**src/shared/stc_consts.svh**
```systemverilog
// What this block does
// RQ1 - 16-bit up-counter read and written as two bytes; byte writes replace running count
// RQ2 - run_on 0 stops; run_on 1 gate_enable 0 always counts; both 1 gated
// RQ3 - clock select 00 instruction, 01 system, 10 pin or crystal, 11 reserved
// RQ4 - system clock mode advances four counts per instruction cycle
// RQ5 - external source counts on rising edges, synchronized or asynchronous
// RQ6 - external counting needs a falling edge before first counted rising edge
// RQ7 - prescale select divides count clock by 1, 2, 4 or 8
// RQ8 - prescaler hidden from software, cleared on any count byte write
// RQ9 - crystal enable starts crystal oscillator, which keeps running in sleep
// RQ10 - software waits for overflow from preset before trusting crystal timing
// RQ11 - sync bypass 1 lets external clock count without synchronization
// RQ12 - asynchronous external counting runs in sleep and overflow wakes processor
// RQ13 - switching sync mode may lose or add one count
// RQ14 - rollover from maximum to zero sets sticky overflow flag
// RQ15 - gated counting only while gate level matches gate polarity
// RQ16 - synchronized external clock passes two-stage synchronizer, one pulse per edge
// RQ17 - reserved clock select supplies no count clock, counter holds
`ifndef STC_CONSTS_SVH
`define STC_CONSTS_SVH
`define STC_ADDR_CTRL     12'h000
`define STC_ADDR_GATE     12'h004
`define STC_ADDR_CNT_LO   12'h008
`define STC_ADDR_CNT_HI   12'h00C
`define STC_ADDR_STATUS   12'h010
`define STC_ADDR_MASK     12'h014
`define STC_CTRL_RUN      0
`define STC_CTRL_SYNCBYP  2
`define STC_CTRL_OSCEN    3
`define STC_CTRL_PS_LO    4
`define STC_CTRL_CS_LO    6
`define STC_GATE_EN       7
`define STC_GATE_POL      6
`define STC_CTRL_RESET    8'h00
`define STC_GATE_RESET    8'h00
`define STC_CNT_RESET     16'h0000
`define STC_INSTR_DIV     2'h3
`endif

```
**src/shared/stc_pkg.sv**
```systemverilog
package stc_pkg;
    typedef enum logic [1:0] {
        STC_CS_INSTR = 2'h0,
        STC_CS_SYS   = 2'h1,
        STC_CS_EXT   = 2'h2,
        STC_CS_RSVD  = 2'h3
    } stc_clksel_e;

    typedef enum logic [1:0] {
        STC_ARM_WAIT_LOW = 2'h0,
        STC_ARM_READY    = 2'h1
    } stc_arm_e;

    typedef struct packed {
        stc_clksel_e clockSelect;
        logic [1:0]  prescaleSelect;
        logic        crystalOscEnable;
        logic        syncBypass;
        logic        unused;
        logic        runOn;
    } stc_ctrl_s;

    typedef struct packed {
        logic       gateEnable;
        logic       gatePolarity;
        logic [5:0] unused;
    } stc_gate_s;

    typedef struct packed {
        logic        psel;
        logic        penable;
        logic        pwrite;
        logic [11:0] paddr;
        logic [31:0] pwdata;
    } stc_apb_req_s;
endpackage : stc_pkg

```
**src/logic/stc_edge_arm.sv**
```systemverilog
`timescale 1ns/1ns
`include "stc_consts.svh"
module stc_edge_arm
    import stc_pkg::*;
(
    input  wire logic clk,
    input  wire logic reset,
    input  wire logic rearm,
    input  wire logic levelIn,
    input  wire logic enable,
    output logic      risePulse
);
    logic     levelQ;
    stc_arm_e armQ;

    always_ff @(posedge clk) begin
        if (reset) begin
            levelQ <= 1'b0;
        end else begin
            levelQ <= levelIn;
        end
    end

    // arming requires a falling edge seen while enabled
    always_ff @(posedge clk) begin
        if (reset || rearm || !enable) begin
            armQ <= STC_ARM_WAIT_LOW; // RQ6
        end else if (levelQ && !levelIn) begin
            armQ <= STC_ARM_READY; // RQ6
        end
    end

    assign risePulse = enable && (armQ == STC_ARM_READY) && !levelQ && levelIn; // RQ5

    // no fall seen while waiting means no counted rise next cycle
    property p_noRiseUnarmed;
        @(posedge clk) disable iff (reset)
        (armQ == STC_ARM_WAIT_LOW && !(levelQ && !levelIn)) |=> !risePulse;
    endproperty
    a_noRiseUnarmed: assert property (p_noRiseUnarmed) // RQ6
        else $error("counted rise before falling edge");
endmodule : stc_edge_arm

```
**src/logic/stc_timer.sv**
```systemverilog
`timescale 1ns/1ns
`include "stc_consts.svh"
module stc_timer (
    input  wire logic         clk,
    input  wire logic         reset,
    input  wire logic         psel,
    input  wire logic         penable,
    input  wire logic         pwrite,
    input  wire logic [11:0]  paddr,
    input  wire logic [31:0]  pwdata,
    output logic [31:0]       prdata,
    output logic              pready,
    output logic              pslverr,
    input  wire logic         externalCountPin,
    input  wire logic         crystalInPin,
    output logic              crystalOutPin,
    output logic              crystalOutEn,
    input  wire logic         gatePin,
    input  wire logic         sleepMode,
    output logic              irq,
    output logic              wakeRequest
);
    import stc_pkg::*;

    stc_ctrl_s   ctrlQ;
    stc_gate_s   gateQ;
    logic [15:0] countQ;
    logic [15:0] countD;
    logic [2:0]  prescQ;
    logic        overflowFlagQ;
    logic        overflowMaskQ;
    logic [1:0]  instrDivQ;
    logic        extSrc;
    logic        extSync1Q;
    logic        extSync2Q;
    logic        extLevel;
    logic        extRise;
    logic        runEnable;
    logic        gateOk;
    logic        srcTick;
    logic        prescTick;
    logic        cntWrite;
    logic        wrCycle;
    logic        rdCycle;
    logic        rolls;
    logic        rdStatus;
    logic [2:0]  prescLimit;

    assign wrCycle  = psel && penable && pwrite;
    assign rdCycle  = psel && penable && !pwrite;
    assign cntWrite = wrCycle && (paddr == `STC_ADDR_CNT_LO || paddr == `STC_ADDR_CNT_HI);
    assign rdStatus = rdCycle && (paddr == `STC_ADDR_STATUS);

    // control registers
    always_ff @(posedge clk) begin
        if (reset) begin
            ctrlQ <= stc_ctrl_s'(`STC_CTRL_RESET);
            gateQ <= stc_gate_s'(`STC_GATE_RESET);
            overflowMaskQ <= 1'b0;
        end else if (wrCycle) begin
            if (paddr == `STC_ADDR_CTRL) begin
                ctrlQ <= stc_ctrl_s'(pwdata[7:0] & 8'hFD);
            end else if (paddr == `STC_ADDR_GATE) begin
                gateQ <= stc_gate_s'(pwdata[7:0] & 8'hC0);
            end else if (paddr == `STC_ADDR_MASK) begin
                overflowMaskQ <= pwdata[0];
            end
        end
    end

    // crystal driver, free running in sleep when enabled
    always_ff @(posedge clk) begin
        if (reset) begin
            crystalOutPin <= 1'b0;
            crystalOutEn  <= 1'b0;
        end else begin
            crystalOutEn  <= ctrlQ.crystalOscEnable; // RQ9
            crystalOutPin <= ctrlQ.crystalOscEnable && !crystalInPin; // RQ9
        end
    end

    assign extSrc = ctrlQ.crystalOscEnable ? crystalInPin : externalCountPin; // RQ3

    // two-stage synchronizer for external source
    always_ff @(posedge clk) begin
        if (reset) begin
            extSync1Q <= 1'b0;
            extSync2Q <= 1'b0;
        end else begin
            extSync1Q <= extSrc; // RQ16
            extSync2Q <= extSync1Q; // RQ16
        end
    end

    // bypass takes the raw pin level; sync path adds two cycles
    assign extLevel = ctrlQ.syncBypass ? extSrc : extSync2Q; // RQ11 RQ13

    assign gateOk    = (gatePin == gateQ.gatePolarity); // RQ15
    assign runEnable = ctrlQ.runOn && (!gateQ.gateEnable || gateOk); // RQ2

    stc_edge_arm i_stc_edge_arm (
        .clk       (clk),
        .reset     (reset),
        .rearm     (cntWrite),
        .levelIn   (extLevel),
        .enable    (ctrlQ.runOn && ctrlQ.clockSelect == STC_CS_EXT),
        .risePulse (extRise)
    );

    // instruction clock is one enable in four system cycles
    always_ff @(posedge clk) begin
        if (reset) begin
            instrDivQ <= 2'h0;
        end else begin
            instrDivQ <= instrDivQ + 2'h1;
        end
    end

    always_comb begin
        case (ctrlQ.clockSelect)
            STC_CS_INSTR: srcTick = (instrDivQ == `STC_INSTR_DIV); // RQ3
            STC_CS_SYS:   srcTick = 1'b1; // RQ4
            STC_CS_EXT:   srcTick = extRise; // RQ5
            default:      srcTick = 1'b0; // RQ17
        endcase
    end

    always_comb begin
        case (ctrlQ.prescaleSelect)
            2'h0:    prescLimit = 3'h0;
            2'h1:    prescLimit = 3'h1;
            2'h2:    prescLimit = 3'h3;
            default: prescLimit = 3'h7;
        endcase
    end

    // hidden prescaler
    always_ff @(posedge clk) begin
        if (reset || cntWrite) begin
            prescQ <= 3'h0; // RQ8
        end else if (srcTick && runEnable) begin
            prescQ <= (prescQ >= prescLimit) ? 3'h0 : prescQ + 3'h1; // RQ7
        end
    end

    assign prescTick = srcTick && runEnable && (prescQ >= prescLimit); // RQ7
    assign rolls     = prescTick && (countQ == 16'hFFFF);

    always_comb begin
        countD = countQ;
        if (prescTick) begin
            countD = countQ + 16'h0001; // RQ1
        end
        if (wrCycle && paddr == `STC_ADDR_CNT_LO) begin
            countD = {countQ[15:8], pwdata[7:0]}; // RQ1
        end else if (wrCycle && paddr == `STC_ADDR_CNT_HI) begin
            countD = {pwdata[7:0], countQ[7:0]}; // RQ1
        end
    end

    always_ff @(posedge clk) begin
        if (reset) begin
            countQ <= `STC_CNT_RESET;
        end else begin
            countQ <= countD;
        end
    end

    // sticky flag, set wins over read-clear
    always_ff @(posedge clk) begin
        if (reset) begin
            overflowFlagQ <= 1'b0;
        end else if (rolls) begin
            overflowFlagQ <= 1'b1; // RQ14
        end else if (rdStatus) begin
            overflowFlagQ <= 1'b0;
        end
    end

    always_ff @(posedge clk) begin
        if (reset) begin
            irq         <= 1'b0;
            wakeRequest <= 1'b0;
        end else begin
            irq         <= (overflowFlagQ || rolls) && overflowMaskQ && !(rdStatus && !rolls);
            wakeRequest <= sleepMode && rolls && ctrlQ.syncBypass
                           && ctrlQ.clockSelect == STC_CS_EXT; // RQ12
        end
    end

    // apb slave, single access cycle
    always_ff @(posedge clk) begin
        if (reset) begin
            prdata  <= 32'h0000_0000;
            pready  <= 1'b0;
            pslverr <= 1'b0;
        end else begin
            pready  <= psel && !penable;
            pslverr <= 1'b0;
            prdata  <= 32'h0000_0000;
            if (psel && !penable && !pwrite) begin
                if (paddr == `STC_ADDR_CTRL) begin
                    prdata <= {24'h000000, ctrlQ};
                end else if (paddr == `STC_ADDR_GATE) begin
                    prdata <= {24'h000000, gateQ};
                end else if (paddr == `STC_ADDR_CNT_LO) begin
                    prdata <= {24'h000000, countQ[7:0]};
                end else if (paddr == `STC_ADDR_CNT_HI) begin
                    prdata <= {24'h000000, countQ[15:8]};
                end else if (paddr == `STC_ADDR_STATUS) begin
                    prdata <= {31'h0, overflowFlagQ};
                end else if (paddr == `STC_ADDR_MASK) begin
                    prdata <= {31'h0, overflowMaskQ};
                end else begin
                    pslverr <= 1'b1;
                end
            end else if (psel && !penable) begin
                pslverr <= !(paddr == `STC_ADDR_CTRL || paddr == `STC_ADDR_GATE || paddr == `STC_ADDR_CNT_LO
                             || paddr == `STC_ADDR_CNT_HI || paddr == `STC_ADDR_STATUS
                             || paddr == `STC_ADDR_MASK);
            end
        end
    end

    property p_rollSetsFlag;
        @(posedge clk) disable iff (reset)
        rolls |=> overflowFlagQ;
    endproperty
    a_rollSetsFlag: assert property (p_rollSetsFlag) // RQ14
        else $error("rollover did not set flag");

    property p_offHolds;
        @(posedge clk) disable iff (reset)
        (!ctrlQ.runOn && !wrCycle) |=> (countQ == $past(countQ)); // RQ2
    endproperty
    a_offHolds: assert property (p_offHolds) // RQ2
        else $error("count moved while off");

    property p_reservedHolds;
        @(posedge clk) disable iff (reset)
        (ctrlQ.clockSelect == STC_CS_RSVD && !wrCycle) |=> (countQ == $past(countQ));
    endproperty
    a_reservedHolds: assert property (p_reservedHolds) // RQ17
        else $error("count moved on reserved select");

    property p_gateHolds;
        @(posedge clk) disable iff (reset)
        (gateQ.gateEnable && !gateOk && !wrCycle) |=> (countQ == $past(countQ));
    endproperty
    a_gateHolds: assert property (p_gateHolds) // RQ15
        else $error("count moved with gate closed");

    property p_writeClearsPresc;
        @(posedge clk) disable iff (reset)
        cntWrite |=> (prescQ == 3'h0);
    endproperty
    a_writeClearsPresc: assert property (p_writeClearsPresc) // RQ8
        else $error("prescaler not cleared by count write");

    property p_writeLo;
        @(posedge clk) disable iff (reset)
        (wrCycle && paddr == `STC_ADDR_CNT_LO) |=> (countQ[7:0] == $past(pwdata[7:0]));
    endproperty
    a_writeLo: assert property (p_writeLo) // RQ1
        else $error("low byte write lost");

    property p_writeHi;
        @(posedge clk) disable iff (reset)
        (wrCycle && paddr == `STC_ADDR_CNT_HI) |=> (countQ[15:8] == $past(pwdata[7:0]));
    endproperty
    a_writeHi: assert property (p_writeHi) // RQ1
        else $error("high byte write lost");

    property p_sysFree;
        @(posedge clk) disable iff (reset)
        (ctrlQ.clockSelect == STC_CS_SYS && ctrlQ.prescaleSelect == 2'h0 && runEnable && !wrCycle)
            |=> (countQ == $past(countQ) + 16'h0001);
    endproperty
    a_sysFree: assert property (p_sysFree) // RQ4
        else $error("system clock count not every cycle");

    property p_prescStep;
        @(posedge clk) disable iff (reset)
        prescTick |-> (prescQ == prescLimit);
    endproperty
    a_prescStep: assert property (p_prescStep) // RQ7
        else $error("prescaler tick at wrong count");
endmodule : stc_timer

```
**config.mk**
```make
export PLATFORM = sky130hd
export DESIGN_NAME = stc_timer
export DESIGN_NICKNAME = d
export VERILOG_FILES = /design/src/shared/stc_pkg.sv /design/src/logic/stc_edge_arm.sv /design/src/logic/stc_timer.sv
export VERILOG_INCLUDE_DIRS = /design/src /design/src/shared
export SDC_FILE = /design/constraint.sdc
export NUM_CORES = 1
export LEC_CHECK = 0
export ABC_CLOCK_PERIOD_IN_PS = 2400
export BUFFER_PORTS_ARGS = -buffer_cell sky130_fd_sc_hd__buf_4
export CAP_MARGIN = 30
export CORE_MARGIN = 3
export CORE_UTILIZATION = 46
export DETAILED_ROUTE_END_ITERATION = 10
export PLACE_DENSITY_LB_ADDON = 0.1
export SYNTH_ARGS = -nofsm -noshare
export SYNTH_HDL_FRONTEND = slang
export SYNTH_SLANG_ARGS = --single-unit
```
**constraint.sdc**
```tcl
create_clock -name clk -period 2.4 [get_ports clk]
set_clock_uncertainty 0.15 [all_clocks]
set_input_delay 0.24 -clock clk [delete_from_list [all_inputs] [get_ports clk]]
set_output_delay 0.24 -clock clk [all_outputs]
set_load 0.02 [all_outputs]
```
---- Word level (Yosys, flattened, before mapping) ----
Index checks and enable logic that the tools add are counted.
storage, ports and cells
  output and inout port bits .............. 38
  word-level logic and storage cells ...... 130
  input bits .............................. 53
  flip-flop bits (word level) ............. 74
cells by class
  equality and inequality tests ........... 13
  reductions and logical operators ........ 59
  $add $sub $neg .......................... 3
  bitwise logic cells ..................... 4
  magnitude comparators ................... 1
  multiplexer cells ....................... 24
operator list
  operator                                                                number
  8-bit two-way mux                                                       5
  16-bit two-way mux                                                      2
  1-bit logical AND                                                       25
  12-bit by 4-bit equality test with 1-bit output, second input constant  2
  12-bit by 5-bit equality test with 1-bit output, second input constant  2
  16-bit by 1-bit adder with 16-bit output, second input constant         1
  16-bit equality test, second input constant                             1
  1-bit two-way mux                                                       14
  12-bit by 3-bit equality test with 1-bit output, second input constant  1
  12-bit zero test                                                        1
  1-bit zero test                                                         10
  1-bit logical OR                                                        10
  3-bit one-hot mux with 3 select lines                                   1
  7-bit OR reduction                                                      1
  2-bit equality test, second input constant                              3
  2-bit AND reduction                                                     3
  2-bit nonzero test                                                      3
  2-bit by 1-bit equality test with 1-bit output, second input constant   2
  2-bit zero test                                                         2
  1-bit NOT                                                               4
  4-bit AND reduction                                                     1
  4-bit OR reduction                                                      1
  3-bit by 1-bit adder with 3-bit output, second input constant           1
  3-bit greater-or-equal comparator                                       1
  other kinds (7)                                                         7

---- Longest topological paths before layout ----
  word-level depth ........................ 13
  gate-level depth with buffers ........... 8
  mapped depth without buffers ............ 8

---- Modules after synthesis ----
From an unflattened synthesis, not the netlist that was laid out.
unflattened totals
  cells, all modules ...................... 336
  area, all modules ....................... 2877.8 um^2
by module, submodules not included
  module        sequential area each (um^2)  area each (um^2)  cells an instance  times used
  stc_timer     960.9                        2800.2            329                1
  stc_edge_arm  40.0                         77.6              7                  1

---- Worst setup path after synthesis ----
No wires, ideal clock.
  path type ............................... flip-flop to flip-flop
  from .................................... register ctrlQ[5] (netlist bit)
  to ...................................... register countQ[3]
  setup time .............................. 0.086 ns
  data arrival time ....................... 2.005 ns
  period minus slack after synthesis ...... 2.240 ns
  setup slack ............................. 0.160 ns
  cell stages (with the launch flop) ...... 9
  path buffers ............................ 0
  data required time ...................... 2.164 ns
  cells stage by stage .................... dfxtp_1 > or2_2 > ha_1 > nor2b_1 > o21ai_0 > o211ai_1 > or3_1 > xor2_1 > a211oi_1
between the ends
  word-level cells in the longest chain between the ends .. 6
  elaborated cells between the ends (all ways) .. 8
  classes of those cells .................. 1 x order compare; 2 x eq/ne; 1 x mux; 4 x reduce/logical
RTL lines
  item                                         line              source
  start, declared                              stc_timer.sv:25   stc_ctrl_s ctrlQ;
  start signal, assigned                       stc_timer.sv:57   ctrlQ <= stc_ctrl_s'(`STC_CTRL_RESET);
  start signal, assigned                       stc_timer.sv:62   ctrlQ <= stc_ctrl_s'(pwdata[7:0] & 8'hFD);
  2-bit equality test (tied with other cells)  stc_timer.sv:129  case (ctrlQ.prescaleSelect)
  3-bit one-hot mux with 3 select lines (*)    stc_timer.sv:129
  3-bit greater-or-equal comparator (*)        stc_timer.sv:146  assign prescTick = srcTick && runEnable && (prescQ >= prescLimit);
  1-bit logical AND (*)                        stc_timer.sv:146
  2-bit nonzero test (no source line) (*)      --
  2-bit AND reduction (no source line) (*)     --
  end signal, assigned                         stc_timer.sv:163  countQ <= `STC_CNT_RESET;
  end signal, assigned                         stc_timer.sv:165  countQ <= countD;
  end, declared                                stc_timer.sv:27   logic [15:0] countQ;
Mark *: on every way between the ends. The rest lies on a longest branch, timed or not.
A chain may end at the register's enable or synchronous reset.

---- Worst setup path after layout ----
  from .................................... register ctrlQ[4] (netlist bit)
  to ...................................... register countQ[10]
The elaborated chain is that of the path after synthesis.

==> flow_summary.ini <==
[status]
outcome = finished, final reports clean

[synthesis]
postSynthAreaPerCell_um2 = 8.54
postSynthCellCount = 327
netlist_area_mm2 = 0.00279
synth_area_leaders = dfxtp_1 36%, mux2i_1 6.4%, buf_4 6.4%
synth_top_area_cell = dfxtp_1
yosysWarnings = 0
synth_ff_type = dfxtp_1
ys_types = 52
synth_top_area_frac = 0.358
synth-edff-count = 0
seq_area_frac_synth = 0.358
async_flop_share = 0
ys_ff_latch = 50

[clock_network]
clkSinkCount = 50
htreeDepth = 2
tritoncts = built
clk-insertion-delay-late_ns = 0.31
cts_inserted_buffers = 5
cts_root_buf = clkbuf_8
clock_path_buffers = 2
clk_pin_slew_ns = 0.10

[die]
rows = 27
die_area_mm2 = 0.00705
core_mm2 = 0.00568
die_h_um = 83.9
die_w_um = 83.9
io_pins = 91
start_util = 0.492

[timing]
hold_violations = 0
slew-limit-headroom = 0.531
rsz0062_at_grt = true
tightest_slew_ns = 0.699
max_freq_ghz = 0.419
setup_viol = 0
finalCritPeriodShare = 0.994
fin_crit_ns = 2.39
drv_slew = 0
fin_ws_ns = 0.0150

[power_and_ir_drop]
cellPowerDensity_mw_per_mm2 = 428
vdd_drop_max_mv = 0.218
p_leak_nw = 1.34

[placed_design]
place_ws_ns = -0.0398
dpl_cell_area_mm2 = 0.00327
io_buffers = 42
dp_hpwl_um = 5310
gp_congestion = 0.850

[layout]
antenna_cells = 0
syn_to_final_growth_pct = 24.9
drive_gt1_frac = 0.270
nFillCells = 528
fin_area_mm2 = 0.00349
nNetsFinal = 454
final_util = 0.615

[detailed_routing]
routed.top_layer = met4
wl_met3_um = 541
wl_met2_um = 3440
drt_iter0_drc = 132
wirelength_um = 7260
via_per_inst = 5.50
wl_per_cell_um = 15.5
first_pass_iters = 4
met1_length_um = 3170
vias = 2572
drc = 0
ant_nets = 0

[setup_path]
worstSetupEndpointType = flop
cp.required_ns = 2.49
worst-r2r-setup-slack_ns = 0.01
crit_path_start_kind = flop
cp_slowest_cell = a2111oi_4
crit_chain = or2_4 > ha_4 > nor2b_2 > o21a_4 > a2111oi_4 > nand2_1 > or3_1 > a31oi_1
critical_path_class = reg2reg
slowest_delay_ns = 0.40
cp_max_fo = 3
arrival_ns = 2.48

[global_route]
track_usage = 0.200
grt_overflow = 0
grt_pass1_wl_um = 11200
antenna_found_initial = 0
grt_pass1_vias = 2214
grt_max_degree = 39

[worst_hold_path]
hold_class = in2reg

[job]
maxCapViolCount = 0
[final cells by class]
type	instances	area, um^2	share of cell area
Timing Repair Buffer	75	581	0.166
Inverter	6	22.5	0.00645
Tap cell	72	90.1	0.0258
Multi-Input combinational cell	257	1700	0.488
Clock buffer	5	68.8	0.0197
Clock inverter	3	21.3	0.00610
Sequential cell	50	1000	0.288
[timing repair]
action,CTS,global route
endpoints found under the hold margin,2,0
endpoints found under the setup margin,4,15
hold buffers,2,0
pin swaps,1,6
setup buffers,1,3
resized for setup,2,16
[logic make-up after synthesis]
group	Yosys count	share of synthesized area
fa+ha+maj	6	0.0269
xor+xnor	11	0.0345
buf+inv	43	0.0905
compound gates	51	0.141
other cells	1	0.00134
mux	23	0.0927
simple gates	142	0.255
flops	50	0.358
[final timing paths]
kind | startpoint | endpoint | depth (start not counted)
worst max-delay path | ctrlQ[4] | countQ[10] | 8
worst min-delay path | pwdata[4] | ctrlQ[4] | 3
worst max register to register | ctrlQ[4] | countQ[10] | 8
worst min register to register | instrDivQ[0] | instrDivQ[0] | 1
[cell usage after synthesis, types with 3 or more instances]
master    number
and3_1         6
ha_1           6
mux2i_1       18
nand2_1       27
o21ai_0        3
a22oi_1        3
buf_1          3
inv_1          6
or3_1          4
nand3_1       13
a21oi_1       10
mux2_2         3
and2_1         4
a211oi_1      10
xor2_1         4
nand3b_1       4
nand4b_1       3
nor4_1         5
nor2_1        47
buf_4         24
nor2b_1        5
nand4_1        4
a31oi_1        8
dfxtp_1       50
xnor2_1        7
nor3_1         8
clkbuf_1       9
[flip-flops by register name (all words and copies together) (netlist names)]
register,count
instrDivQ,2
overflowMaskQ,1
gateQ,2
prescQ,3
i_stc_edge_arm.levelQ,1
overflowFlagQ,1
ctrlQ,7
pslverr,1
prdata,8
countQ,16
extSync1Q,1
irq,1
i_stc_edge_arm.armQ,1
crystalOutEn,1
wakeRequest,1
pready,1
crystalOutPin,1
extSync2Q,1
[critical path: cells and delay by family, from the launching register on]
kind                     cells  cell delay, ns
AO/OA/AOI/OAI                3            0.77
adder cells (fa/ha/maj)      1            0.15
flip-flops                   1            0.35
AND/OR/NAND/NOR              4            0.90
[through the flow]
step	instances	total power [mW]	hold slack (ns)	TNS [ns]
after global placement	454	0.996	0.259	-0.0375
after CTS	465	1.51	0.0245	0
after detailed placement	454	0.997	0.260	-0.0604
after floorplan	350	0.967	0.162	0
final	468	1.49	0.0336	0
after global routing	468	1.55	0.0392	-0.0720
[power by group]
part           leakage, nW  switching, mW  internal (mW)
registers            0.405        0.00193          0.835
logic                0.894         0.0938         0.0517
clock network       0.0441          0.304          0.206
[per-layer routing]
layer,global-route usage,up-vias
li1,-,1253
met1,0.272,1207
met2,0.325,100
met3,0.0385,12
met4,0.0497,0
met5,0,-
[cells in the final DEF, fill, tap and decap left out, types with 3 or more instances in the layout]
cell type,count
a211oi_1,10
a21oi_1,10
a22oi_1,3
a31oi_1,8
and2_1,4
and3_1,6
buf_4,72
clkbuf_8,5
conb_1,24
dfxtp_1,48
ha_1,4
inv_1,6
mux2_2,3
mux2i_1,17
nand2_1,24
nand2_2,3
nand3_1,12
nand3b_1,4
nand4_1,4
nand4b_1,3
nor2_1,47
nor2b_1,4
nor3_1,8
nor4_1,5
or3_1,3
xnor2_1,7
xor2_1,4
Note: power is estimated with default switching activity, not from simulation.
